### config.mk
export PLATFORM = sky130hd
export DESIGN_NAME = smp_protect_regs
export DESIGN_NICKNAME = d
export VERILOG_FILES = /design/src/smp_protect_regs.v
export VERILOG_INCLUDE_DIRS = /design/src
export SDC_FILE = /design/constraint.sdc
export NUM_CORES = 1
export LEC_CHECK = 0
export ABC_AREA = 1
export BUFFER_PORTS_ARGS = -buffer_cell sky130_fd_sc_hd__clkbuf_2
export CAP_MARGIN = 20
export CORE_ASPECT_RATIO = 1.25
export CORE_MARGIN = 3
export CORE_UTILIZATION = 40
export CTS_CLUSTER_DIAMETER = 60
export DETAILED_ROUTE_END_ITERATION = 16
export PLACE_DENSITY_LB_ADDON = 0.1
export SLEW_MARGIN = 10
export SYNTH_ARGS = -nofsm -noshare
export SYNTH_HDL_FRONTEND = slang
export SYNTH_SLANG_ARGS = --single-unit
### constraint.sdc
create_clock -name clk_sys_i -period 3.43 [get_ports clk_sys_i]
set_input_delay 0.343 -clock clk_sys_i [delete_from_list [all_inputs] [get_ports clk_sys_i]]
set_output_delay 0.343 -clock clk_sys_i [all_outputs]
set_load 0.05 [all_outputs]
### src/smp_regs.vh
`ifndef SMP_REGS_VH
`define SMP_REGS_VH

// Register addresses used by the register read and register write instructions
`define SMP_ADR_STATUS 24'h000000
`define SMP_ADR_CFG1 24'h000002
`define SMP_ADR_CFG2 24'h000003
`define SMP_ADR_EXT 24'h000009
`define SMP_ADR_FLAG 24'h00000a
`define SMP_ADR_ID 24'h000030

// Instruction opcodes
`define SMP_OP_WR_ENABLE 8'h06
`define SMP_OP_WR_DISABLE 8'h04
`define SMP_OP_RDSR 8'h05
`define SMP_OP_WRSR 8'h01
`define SMP_OP_RDFSR 8'h70
`define SMP_OP_RDID 8'h9f
`define SMP_OP_REG_READ 8'h65
`define SMP_OP_REG_WRITE 8'h71

// Status register fields
`define SMP_STAT_WPEN 7
`define SMP_STAT_SIDE 5
`define SMP_STAT_BP_HI 4
`define SMP_STAT_BP_LO 2
`define SMP_STAT_WEL 1

// Configuration register 1 fields
`define SMP_CFG1_DS_HI 7
`define SMP_CFG1_DS_LO 5
`define SMP_CFG1_LOCK 2
`define SMP_CFG1_LRP_HI 1
`define SMP_CFG1_LRP_LO 0

// Configuration register 2, flag register and segment register fields
`define SMP_CFG2_LAT_HI 3
`define SMP_CFG2_LAT_LO 0
`define SMP_FSR_READY 7
`define SMP_EXT_HI 4

// Reset values
`define SMP_RST_DS 3'h3
`define SMP_RST_LRP 2'h0
`define SMP_RST_LAT 4'h0
`define SMP_RST_EXT 5'h00

// Latch reset policy codes
`define SMP_LRP_NORMAL 2'h0
`define SMP_LRP_SRAM 2'h1
`define SMP_LRP_B2B 2'h2

// Identification fields below the maker code
`define SMP_ID_IFACE 4'h2
`define SMP_ID_VOLT 4'h1
`define SMP_ID_TEMP 4'h2
`define SMP_ID_DENS 4'h8
`define SMP_ID_FREQ 8'h01

// Frame bit counts: command, command plus address, register data ends
`define SMP_BITS_CMD 7'd8
`define SMP_BITS_WRSR 7'd16
`define SMP_BITS_ADDR 7'd32
`define SMP_BITS_REGISTER_WRITE_CMD 7'd40

// Die array address width
`define SMP_AW 27

`endif

### src/smp_protect_regs.v
`timescale 1ns/1ns
`include "smp_regs.vh"

module smp_protect_regs #(
  parameter [7:0] MAKER_CODE = 8'h5a // Arbitrary value
) (
  input wire clk_sys_i,
  input wire srst_i,
  input wire sclk_i,
  input wire cs_n_i,
  input wire si_i,
  output reg so_o,
  output reg so_oe_n_o,
  input wire wp_n_i,
  input wire [2:0] hw_block_select_pins_i,
  input wire hw_top_bottom_pin_i,
  input wire busy_i,
  input wire arr_wr_req_i,
  input wire [`SMP_AW-1:0] arr_addr_i,
  output reg arr_wr_grant_o,
  output reg arr_wr_deny_o,
  output reg [4:0] ext_addr_o,
  output reg [2:0] drive_strength_select_o,
  output reg [3:0] read_latency_select_o,
  output reg write_enable_latch_o
);

  // Two-flop synchronisers for the serial and protection select pins
  reg [6:0] pin_meta_q;
  reg [6:0] pin_sync_q;
  reg sclk_prev_q;
  reg cs_prev_q;

  always @(posedge clk_sys_i) begin
    if (srst_i) begin
      pin_meta_q <= 7'h02;
      pin_sync_q <= 7'h02;
      sclk_prev_q <= 1'b0;
      cs_prev_q <= 1'b1;
    end else begin
      pin_meta_q <= {hw_block_select_pins_i, hw_top_bottom_pin_i, si_i, cs_n_i, sclk_i};
      pin_sync_q <= pin_meta_q;
      sclk_prev_q <= pin_sync_q[0];
      cs_prev_q <= pin_sync_q[1];
    end
  end

  wire sclk_s = pin_sync_q[0];
  wire cs_n_s = pin_sync_q[1];
  wire si_s = pin_sync_q[2];
  // Pins default low, so an open board yields code 000 and no protection
  wire hw_side_s = pin_sync_q[3];
  wire [2:0] hw_bp_s = pin_sync_q[6:4];
  wire sclk_rise = sclk_s & ~sclk_prev_q & ~cs_n_s;
  wire sclk_fall = ~sclk_s & sclk_prev_q & ~cs_n_s;
  wire cs_rise = cs_n_s & ~cs_prev_q;

  reg wp_meta_q;
  reg wp_sync_q;

  always @(posedge clk_sys_i) begin
    if (srst_i) begin
      wp_meta_q <= 1'b1;
      wp_sync_q <= 1'b1;
    end else begin
      wp_meta_q <= wp_n_i;
      wp_sync_q <= wp_meta_q;
    end
  end

  // Register state
  reg wpen_q;
  reg sw_region_side_q;
  reg [2:0] sw_block_select_q;
  reg protection_lock_q;
  reg [1:0] latch_reset_policy_q;
  reg ready_q;

  wire [7:0] status_reg = {wpen_q, 1'b0, sw_region_side_q, sw_block_select_q,
    write_enable_latch_o, 1'b0};
  wire [7:0] config_reg_one = {drive_strength_select_o, 2'b00, protection_lock_q,
    latch_reset_policy_q};
  wire [7:0] config_reg_two = {4'h0, read_latency_select_o};
  wire [7:0] flag_status_reg = {ready_q, 7'h00};
  wire [31:0] ident = {MAKER_CODE, `SMP_ID_IFACE, `SMP_ID_VOLT, `SMP_ID_TEMP,
    `SMP_ID_DENS, `SMP_ID_FREQ};

  // Portion decode: code n protects the span whose top 7-n address bits are
  // all ones (top side) or all zeros (bottom side)
  function prot_hit;
    input [2:0] code;
    input bottom;
    input [`SMP_AW-1:0] addr;
    integer i;
    reg hit;
    begin
      hit = 1'b1;
      if (code == 3'h0) begin
        hit = 1'b0;
      end else begin
        for (i = 0; i < 6; i = i + 1) begin
          if (i < 7 - code) begin
            hit = hit & (addr[`SMP_AW-1-i] ^ bottom);
          end
        end
      end
      prot_hit = hit;
    end
  endfunction

  // Register read data, left aligned for shifting out
  function [31:0] reg_read;
    input [23:0] addr;
    begin
      case (addr)
        `SMP_ADR_STATUS: reg_read = {status_reg, 24'h000000};
        `SMP_ADR_CFG1: reg_read = {config_reg_one, 24'h000000};
        `SMP_ADR_CFG2: reg_read = {config_reg_two, 24'h000000};
        `SMP_ADR_EXT: reg_read = {3'h0, ext_addr_o, 24'h000000};
        `SMP_ADR_FLAG: reg_read = {flag_status_reg, 24'h000000};
        `SMP_ADR_ID: reg_read = ident;
        default: reg_read = 32'h00000000;
      endcase
    end
  endfunction

  // Array write check against both schemes
  wire hw_hit = prot_hit(hw_bp_s, hw_side_s, arr_addr_i);
  wire sw_hit = prot_hit(sw_block_select_q, sw_region_side_q, arr_addr_i);
  wire arr_prot = hw_hit | sw_hit;
  wire arr_latch_ok = (latch_reset_policy_q == `SMP_LRP_SRAM) | write_enable_latch_o;
  wire arr_ok = ~arr_prot & arr_latch_ok;

  // Serial frame state
  reg [6:0] bit_cnt_q;
  reg [31:0] rx_q;
  reg [7:0] cmd_q;
  reg [23:0] addr_q;
  reg [31:0] tx_q;
  reg tx_act_q;
  reg pend_we_q;
  reg [23:0] pend_addr_q;
  reg [7:0] pend_data_q;
  reg arr_seen_q;

  wire [6:0] cnt_n = bit_cnt_q + 7'd1;
  wire [31:0] rx_n = {rx_q[30:0], si_s};
  wire [7:0] cmd_n = rx_n[7:0];
  wire [23:0] rd_addr = (cnt_n == `SMP_BITS_ADDR) ? rx_n[23:0] : addr_q;
  wire [6:0] reg_rd_load = `SMP_BITS_ADDR + {3'h0, read_latency_select_o};
  wire reg_wr_ok = write_enable_latch_o & (~wpen_q | wp_sync_q);

  always @(posedge clk_sys_i) begin
    if (srst_i) begin
      bit_cnt_q <= 7'd0;
      rx_q <= 32'h00000000;
      cmd_q <= 8'h00;
      addr_q <= 24'h000000;
      tx_q <= 32'h00000000;
      tx_act_q <= 1'b0;
      pend_we_q <= 1'b0;
      pend_addr_q <= 24'h000000;
      pend_data_q <= 8'h00;
      so_o <= 1'b0;
      so_oe_n_o <= 1'b1;
    end else if (cs_n_s) begin
      bit_cnt_q <= 7'd0;
      cmd_q <= 8'h00;
      tx_act_q <= 1'b0;
      pend_we_q <= 1'b0;
      so_oe_n_o <= 1'b1;
    end else begin
      if (sclk_rise) begin
        rx_q <= rx_n;
        if (bit_cnt_q != 7'h7f) begin
          bit_cnt_q <= cnt_n;
        end
        if (cnt_n == `SMP_BITS_CMD) begin
          cmd_q <= cmd_n;
          case (cmd_n)
            `SMP_OP_RDSR: begin
              tx_q <= {status_reg, 24'h000000};
              tx_act_q <= 1'b1;
            end
            `SMP_OP_RDFSR: begin
              tx_q <= {flag_status_reg, 24'h000000};
              tx_act_q <= 1'b1;
            end
            `SMP_OP_RDID: begin
              tx_q <= ident;
              tx_act_q <= 1'b1;
            end
            default: begin
              tx_act_q <= 1'b0;
            end
          endcase
        end
        if (cnt_n == `SMP_BITS_ADDR) begin
          addr_q <= rx_n[23:0];
        end
        if (cmd_q == `SMP_OP_REG_READ && cnt_n == reg_rd_load) begin
          tx_q <= reg_read(rd_addr);
          tx_act_q <= 1'b1;
        end
        if (cmd_q == `SMP_OP_WRSR && cnt_n == `SMP_BITS_WRSR) begin
          pend_we_q <= 1'b1;
          pend_addr_q <= `SMP_ADR_STATUS;
          pend_data_q <= rx_n[7:0];
        end
        if (cmd_q == `SMP_OP_REG_WRITE && cnt_n == `SMP_BITS_REGISTER_WRITE_CMD) begin
          pend_we_q <= 1'b1;
          pend_addr_q <= addr_q;
          pend_data_q <= rx_n[7:0];
        end
      end
      if (sclk_fall && tx_act_q) begin
        so_o <= tx_q[31];
        so_oe_n_o <= 1'b0;
        tx_q <= {tx_q[30:0], 1'b0};
      end
    end
  end

  wire reg_frame = (cmd_q == `SMP_OP_WRSR) | (cmd_q == `SMP_OP_REG_WRITE);
  wire do_wr = cs_rise & pend_we_q & reg_wr_ok;

  always @(posedge clk_sys_i) begin
    if (srst_i) begin
      wpen_q <= 1'b0;
      sw_region_side_q <= 1'b0;
      sw_block_select_q <= 3'h0;
      protection_lock_q <= 1'b0;
      latch_reset_policy_q <= `SMP_RST_LRP;
      drive_strength_select_o <= `SMP_RST_DS;
      read_latency_select_o <= `SMP_RST_LAT;
      ext_addr_o <= `SMP_RST_EXT;
      write_enable_latch_o <= 1'b0;
      ready_q <= 1'b1;
      arr_seen_q <= 1'b0;
      arr_wr_grant_o <= 1'b0;
      arr_wr_deny_o <= 1'b0;
    end else begin
      ready_q <= ~busy_i;
      arr_wr_grant_o <= arr_wr_req_i & arr_ok;
      arr_wr_deny_o <= arr_wr_req_i & ~arr_ok;
      if (do_wr) begin
        case (pend_addr_q)
          `SMP_ADR_STATUS: begin
            wpen_q <= pend_data_q[`SMP_STAT_WPEN];
            if (!protection_lock_q) begin
              sw_region_side_q <= pend_data_q[`SMP_STAT_SIDE];
              sw_block_select_q <= pend_data_q[`SMP_STAT_BP_HI:`SMP_STAT_BP_LO];
            end
          end
          `SMP_ADR_CFG1: begin
            drive_strength_select_o <= pend_data_q[`SMP_CFG1_DS_HI:`SMP_CFG1_DS_LO];
            protection_lock_q <= pend_data_q[`SMP_CFG1_LOCK];
            latch_reset_policy_q <= pend_data_q[`SMP_CFG1_LRP_HI:`SMP_CFG1_LRP_LO];
          end
          `SMP_ADR_CFG2: begin
            read_latency_select_o <= pend_data_q[`SMP_CFG2_LAT_HI:`SMP_CFG2_LAT_LO];
          end
          `SMP_ADR_EXT: begin
            ext_addr_o <= pend_data_q[`SMP_EXT_HI:0];
          end
          default: begin
            ext_addr_o <= ext_addr_o;
          end
        endcase
      end
      // Reads never touch the segment register, even past a segment end
      // A grant in the same cycle as the frame end is kept for the next frame
      if (arr_wr_req_i && arr_ok) begin
        arr_seen_q <= 1'b1;
      end else if (cs_rise) begin
        arr_seen_q <= 1'b0;
      end
      if (cs_rise) begin
        if (cmd_q == `SMP_OP_WR_ENABLE) begin
          write_enable_latch_o <= 1'b1;
        end else if (cmd_q == `SMP_OP_WR_DISABLE) begin
          write_enable_latch_o <= 1'b0;
        end else if (reg_frame) begin
          write_enable_latch_o <= 1'b0;
        end else if (arr_seen_q && latch_reset_policy_q != `SMP_LRP_B2B &&
                     latch_reset_policy_q != `SMP_LRP_SRAM) begin
          write_enable_latch_o <= 1'b0;
        end
      end
    end
  end

endmodule

==> impl_metrics.env <==
export IMPL_grt_max_degree=81
export IMPL_final_antenna_net_count=0
export IMPL_worstSetupPathType="reg2reg"
export IMPL_hold_viol=0
export IMPL_power_switching_mw=1.08
export IMPL_whs_path_depth=2
export IMPL_critical_path_arrival_ns=3.44
export IMPL_rsz0062_at_grt="false"
export IMPL_power_frac_comb_pct=3.2
export IMPL_post_place_cells=1325
export IMPL_fillCellCount=1966
export IMPL_ir_drop_v=0.000314
export IMPL_endpoint="tx_q[24]$_SDFFE_PP0P_"
export IMPL_ys_ff_latch=173
export IMPL_p_int_mw=3.08
export IMPL_grt_ovfl_total=0
export IMPL_hp_class="in2reg"
export IMPL_cts_setup_buffers=0
export IMPL_area_delta_synth_final_pct=13.9
export IMPL_seq_area_frac_synth_pct=44.6
export IMPL_r2r_cells=17
export IMPL_first_pass_iters=5
export IMPL_worst_pin_slew_ns=1.08
export IMPL_ctsHoldBuffers=0
export IMPL_syn_cell_area_um2=7770
export IMPL_syn_area_per_cell_um2=7.15
export IMPL_fin_util_pct=46.8
export IMPL_detail_route_iter0_violations=419
export IMPL_place_congestion=0.883
export IMPL_antenna_found_initial=0
export IMPL_worst_setup_path_start_kind="register"
export IMPL_cts_htree_levels=4
export IMPL_cts_tree="yes"
export IMPL_place_detailed_hpwl_um=14000
export IMPL_reg2reg_slack_ns=0.35
export IMPL_num_rows=56
export IMPL_regToRegStartpoint="bit_cnt_q[1]$_SDFFE_PP0P_"
export IMPL_drive_gt1_share_pct=11.3
export IMPL_slew_headroom_pct=28.0
export IMPL_pin_count=56
export IMPL_register_area_um2=3460
export IMPL_drc_errors=0
export IMPL_core_area_um2=18900
export IMPL_synth_cell_types=42
export IMPL_ys_warn_count=0
export IMPL_clock_power_share_pct=47.9
export IMPL_post_cts_resized=0
export IMPL_setup_viol=0
export IMPL_layout_setup_ws_ns=0.348
export IMPL_power_switching_share_pct=26.0
export IMPL_power_leakage_nw=3.72
export IMPL_finalCriticalPeriod_ns=3.08
export IMPL_die_y_um=162
export IMPL_netlist_top_cell_by_area="dfxtp_1"
export IMPL_clk_pin_slew_worst_paths_ns=0.07
export IMPL_power_density_nw_per_um2=471
export IMPL_critPathRequiredTime_ns=3.79
export IMPL_tns_ns=0
export IMPL_viasPerCell=5.10
export IMPL_endpoint_kind="register"
export IMPL_synth_top_cell_area_share_pct=44.6
export IMPL_clock_fmax_ghz=0.325
export IMPL_port_buffers=34
export IMPL_multi_input_area_um2=3510
export IMPL_drv_cap=0
export IMPL_skew_ns=0.0152
export IMPL_r2r_end="tx_q[24]$_SDFFE_PP0P_"
export IMPL_layout_nets=1154
export IMPL_outcome="finished clean"
export IMPL_worstSkewPairLatency_ns=0.44
export IMPL_synth_cells=1087
export IMPL_seq_power_share_pct=48.9
export IMPL_vias=6921
export IMPL_slew_viol_final=0
export IMPL_placed_area_um2=8200
export IMPL_final_area_um2=8850
export IMPL_yosys_top_cells_area="dfxtp_1 45%, nand2_1 13%, a21oi_1 7.2%"
export IMPL_grt_pass1_vias=6468
export IMPL_finalNonFillerCells=1358
export IMPL_post_place_ws_ns=0.366
export IMPL_cts_made_buffers=17
export IMPL_min_period_over_period_pct=89.8
export IMPL_synthesis_nets=1128
export IMPL_grt_usage_pct=19.2
export IMPL_grt_pass1_wl_um=32500
export IMPL_cp_startpoint="bit_cnt_q[1]$_SDFFE_PP0P_"
export IMPL_die_area_um2=21100
export IMPL_crit_fanout=11
export IMPL_initial_core_util_pct=41.1
export IMPL_diodes=0
export IMPL_root_buffer="clkbuf_16"
export IMPL_clk_path_buf_depth=2
export IMPL_cts_sinks=173
export IMPL_drt_wl_total_um=19700
export IMPL_die_w_um=131
export IMPL_routedWlPerCell_um=14.5
layout make-up:
| type | count | area share (%) |
|---|---|---|
| Tap cell | 232 | 3.28 |
| Sequential cell | 173 | 39.1 |
| Multi-Input combinational cell | 717 | 39.7 |
| Clock inverter | 15 | 2.22 |
| Timing Repair Buffer | 62 | 4.81 |
| Inverter | 142 | 6.04 |
| Clock buffer | 17 | 4.81 |
Yosys cell counts:
cell type,count
a2111oi_0,1
o211ai_1,18
nor4_1,7
a22o_1,1
buf_1,3
or2_2,5
nand2_1,260
ha_1,2
nor3_2,1
nand2_2,5
a31oi_1,8
and2_1,2
nor2_1,70
nand4_1,42
nor3_1,8
inv_1,140
xnor2_2,1
o21bai_1,6
buf_4,3
and3_1,2
clkinv_2,1
a211oi_1,11
a21oi_1,112
nand3b_1,2
dfxtp_1,173
buf_2,8
nor2_2,3
o22ai_1,2
inv_2,1
clkbuf_1,36
nand3_2,1
xor2_1,1
buf_6,5
nand3_4,1
nor2_4,7
nor2_8,1
nand3_1,35
o21ai_1,9
o221ai_1,1
o21ai_0,87
nand2_4,1
a21oi_2,4
sequential cells by signal, summed over array words and instances (netlist names), 7 cells and up:
| signal | flops |
|---|---|
| addr_q | 24 |
| bit_cnt_q | 7 |
| cmd_q | 8 |
| pend_addr_q | 24 |
| pend_data_q | 8 |
| pin_meta_q | 7 |
| pin_sync_q | 7 |
| rx_q | 23 |
| tx_q | 32 |
power groups by stage:
stage | logic [mW] | clock network [mW] | registers [mW]
after floorplan | 0.0866 | 0 | 2.08
after global placement | 0.132 | 0 | 2.08
after detailed placement | 0.132 | 0 | 2.08
after CTS | 0.133 | 2.05 | 2.04
after global routing | 0.150 | 2.14 | 2.04
final | 0.134 | 1.99 | 2.04
routing by layer:
layer	up-vias	wire, µm	global-route usage [%]
li1	3623	-	-
met1	3152	8890	23.6
met2	121	9770	33.1
met3	25	623	3.82
met4	0	419	6.69
met5	-	0	0
logic make-up (layout without fill, tap and decap cells):
| logic type | Yosys count | in the layout | synth area share (%) |
|---|---|---|---|
| and+or+nand+nor | 453 | 453 | 26.1 |
| AOI/OAI and AO/OA | 260 | 260 | 18.4 |
| buffers and inverters | 197 | 236 | 10.3 |
| DFF | 173 | 173 | 44.6 |
| adders and majority gates | 2 | 2 | 0.322 |
| xor gates and xnor gates | 2 | 2 | 0.322 |
worst max-delay path, cell delays in order, from the launching register on:
cell	delay [ns]
dfxtp_1	0.42
ha_1	0.30
nand2_1	0.10
o21ai_1	0.17
nand2_1	0.12
nor2_4	0.27
nand3_4	0.11
buf_4	0.20
nand2_1	0.07
nand2_1	0.08
nor2_1	0.19
nand3_1	0.16
nor2_4	0.17
and2_1	0.18
nand2_1	0.08
nand3_1	0.09
nand3_1	0.14
a31oi_1	0.15
cells in the final DEF, fill, tap and decap left out, types with 2 or more instances in the layout:
master and count:
a31oi_1 8, inv_8 5, nor2_4 7, nand4_1 42
or2_2 5, ha_1 2, buf_12 2, nand2_1 260
buf_4 25, dfxtp_1 173, clkbuf_2 33, nor4_1 7
o21ai_1 9, nor3_1 7, o21ai_0 87, inv_12 3
clkbuf_16 17, a21oi_1 112, nand3_1 35, o22ai_1 2
a211oi_1 11, and3_1 2, a21oi_2 4, clkinv_8 4
and2_1 2, o211ai_1 18, nand2_2 5, nand3b_1 2
nor2_2 3, inv_1 139, inv_6 2, nor3_2 2
nor2_1 70, o21bai_1 6
through the flow:
step	power (mW)	hold slack, ns
6_report	4.16	0.0704
5_1_grt	4.33	0.0704
4_1_cts	4.22	0.0569
3_5_place_dp	2.22	0.397
3_3_place_gp	2.22	0.394
2_1_floorplan	2.17	0.388
worst min-delay path by stage:
| stage | from | endpoint | slack, ns |
|---|---|---|---|
| after global placement | wp_meta_q$_SDFF_PP1_ | wp_sync_q$_SDFF_PP1_ | 0.39 |
| after CTS | busy_i | ready_q$_SDFF_PP1_ | 0.06 |
| after global routing | busy_i | ready_q$_SDFF_PP1_ | 0.07 |
| final | busy_i | ready_q$_SDFF_PP1_ | 0.07 |
| after detailed placement | pin_meta_q[0]$_SDFF_PP0_ | pin_sync_q[0]$_SDFF_PP0_ | 0.40 |
| after floorplan | pin_meta_q[0]$_SDFF_PP0_ | pin_sync_q[0]$_SDFF_PP0_ | 0.39 |
No activity file was read; power rests on OpenSTA's default activity.
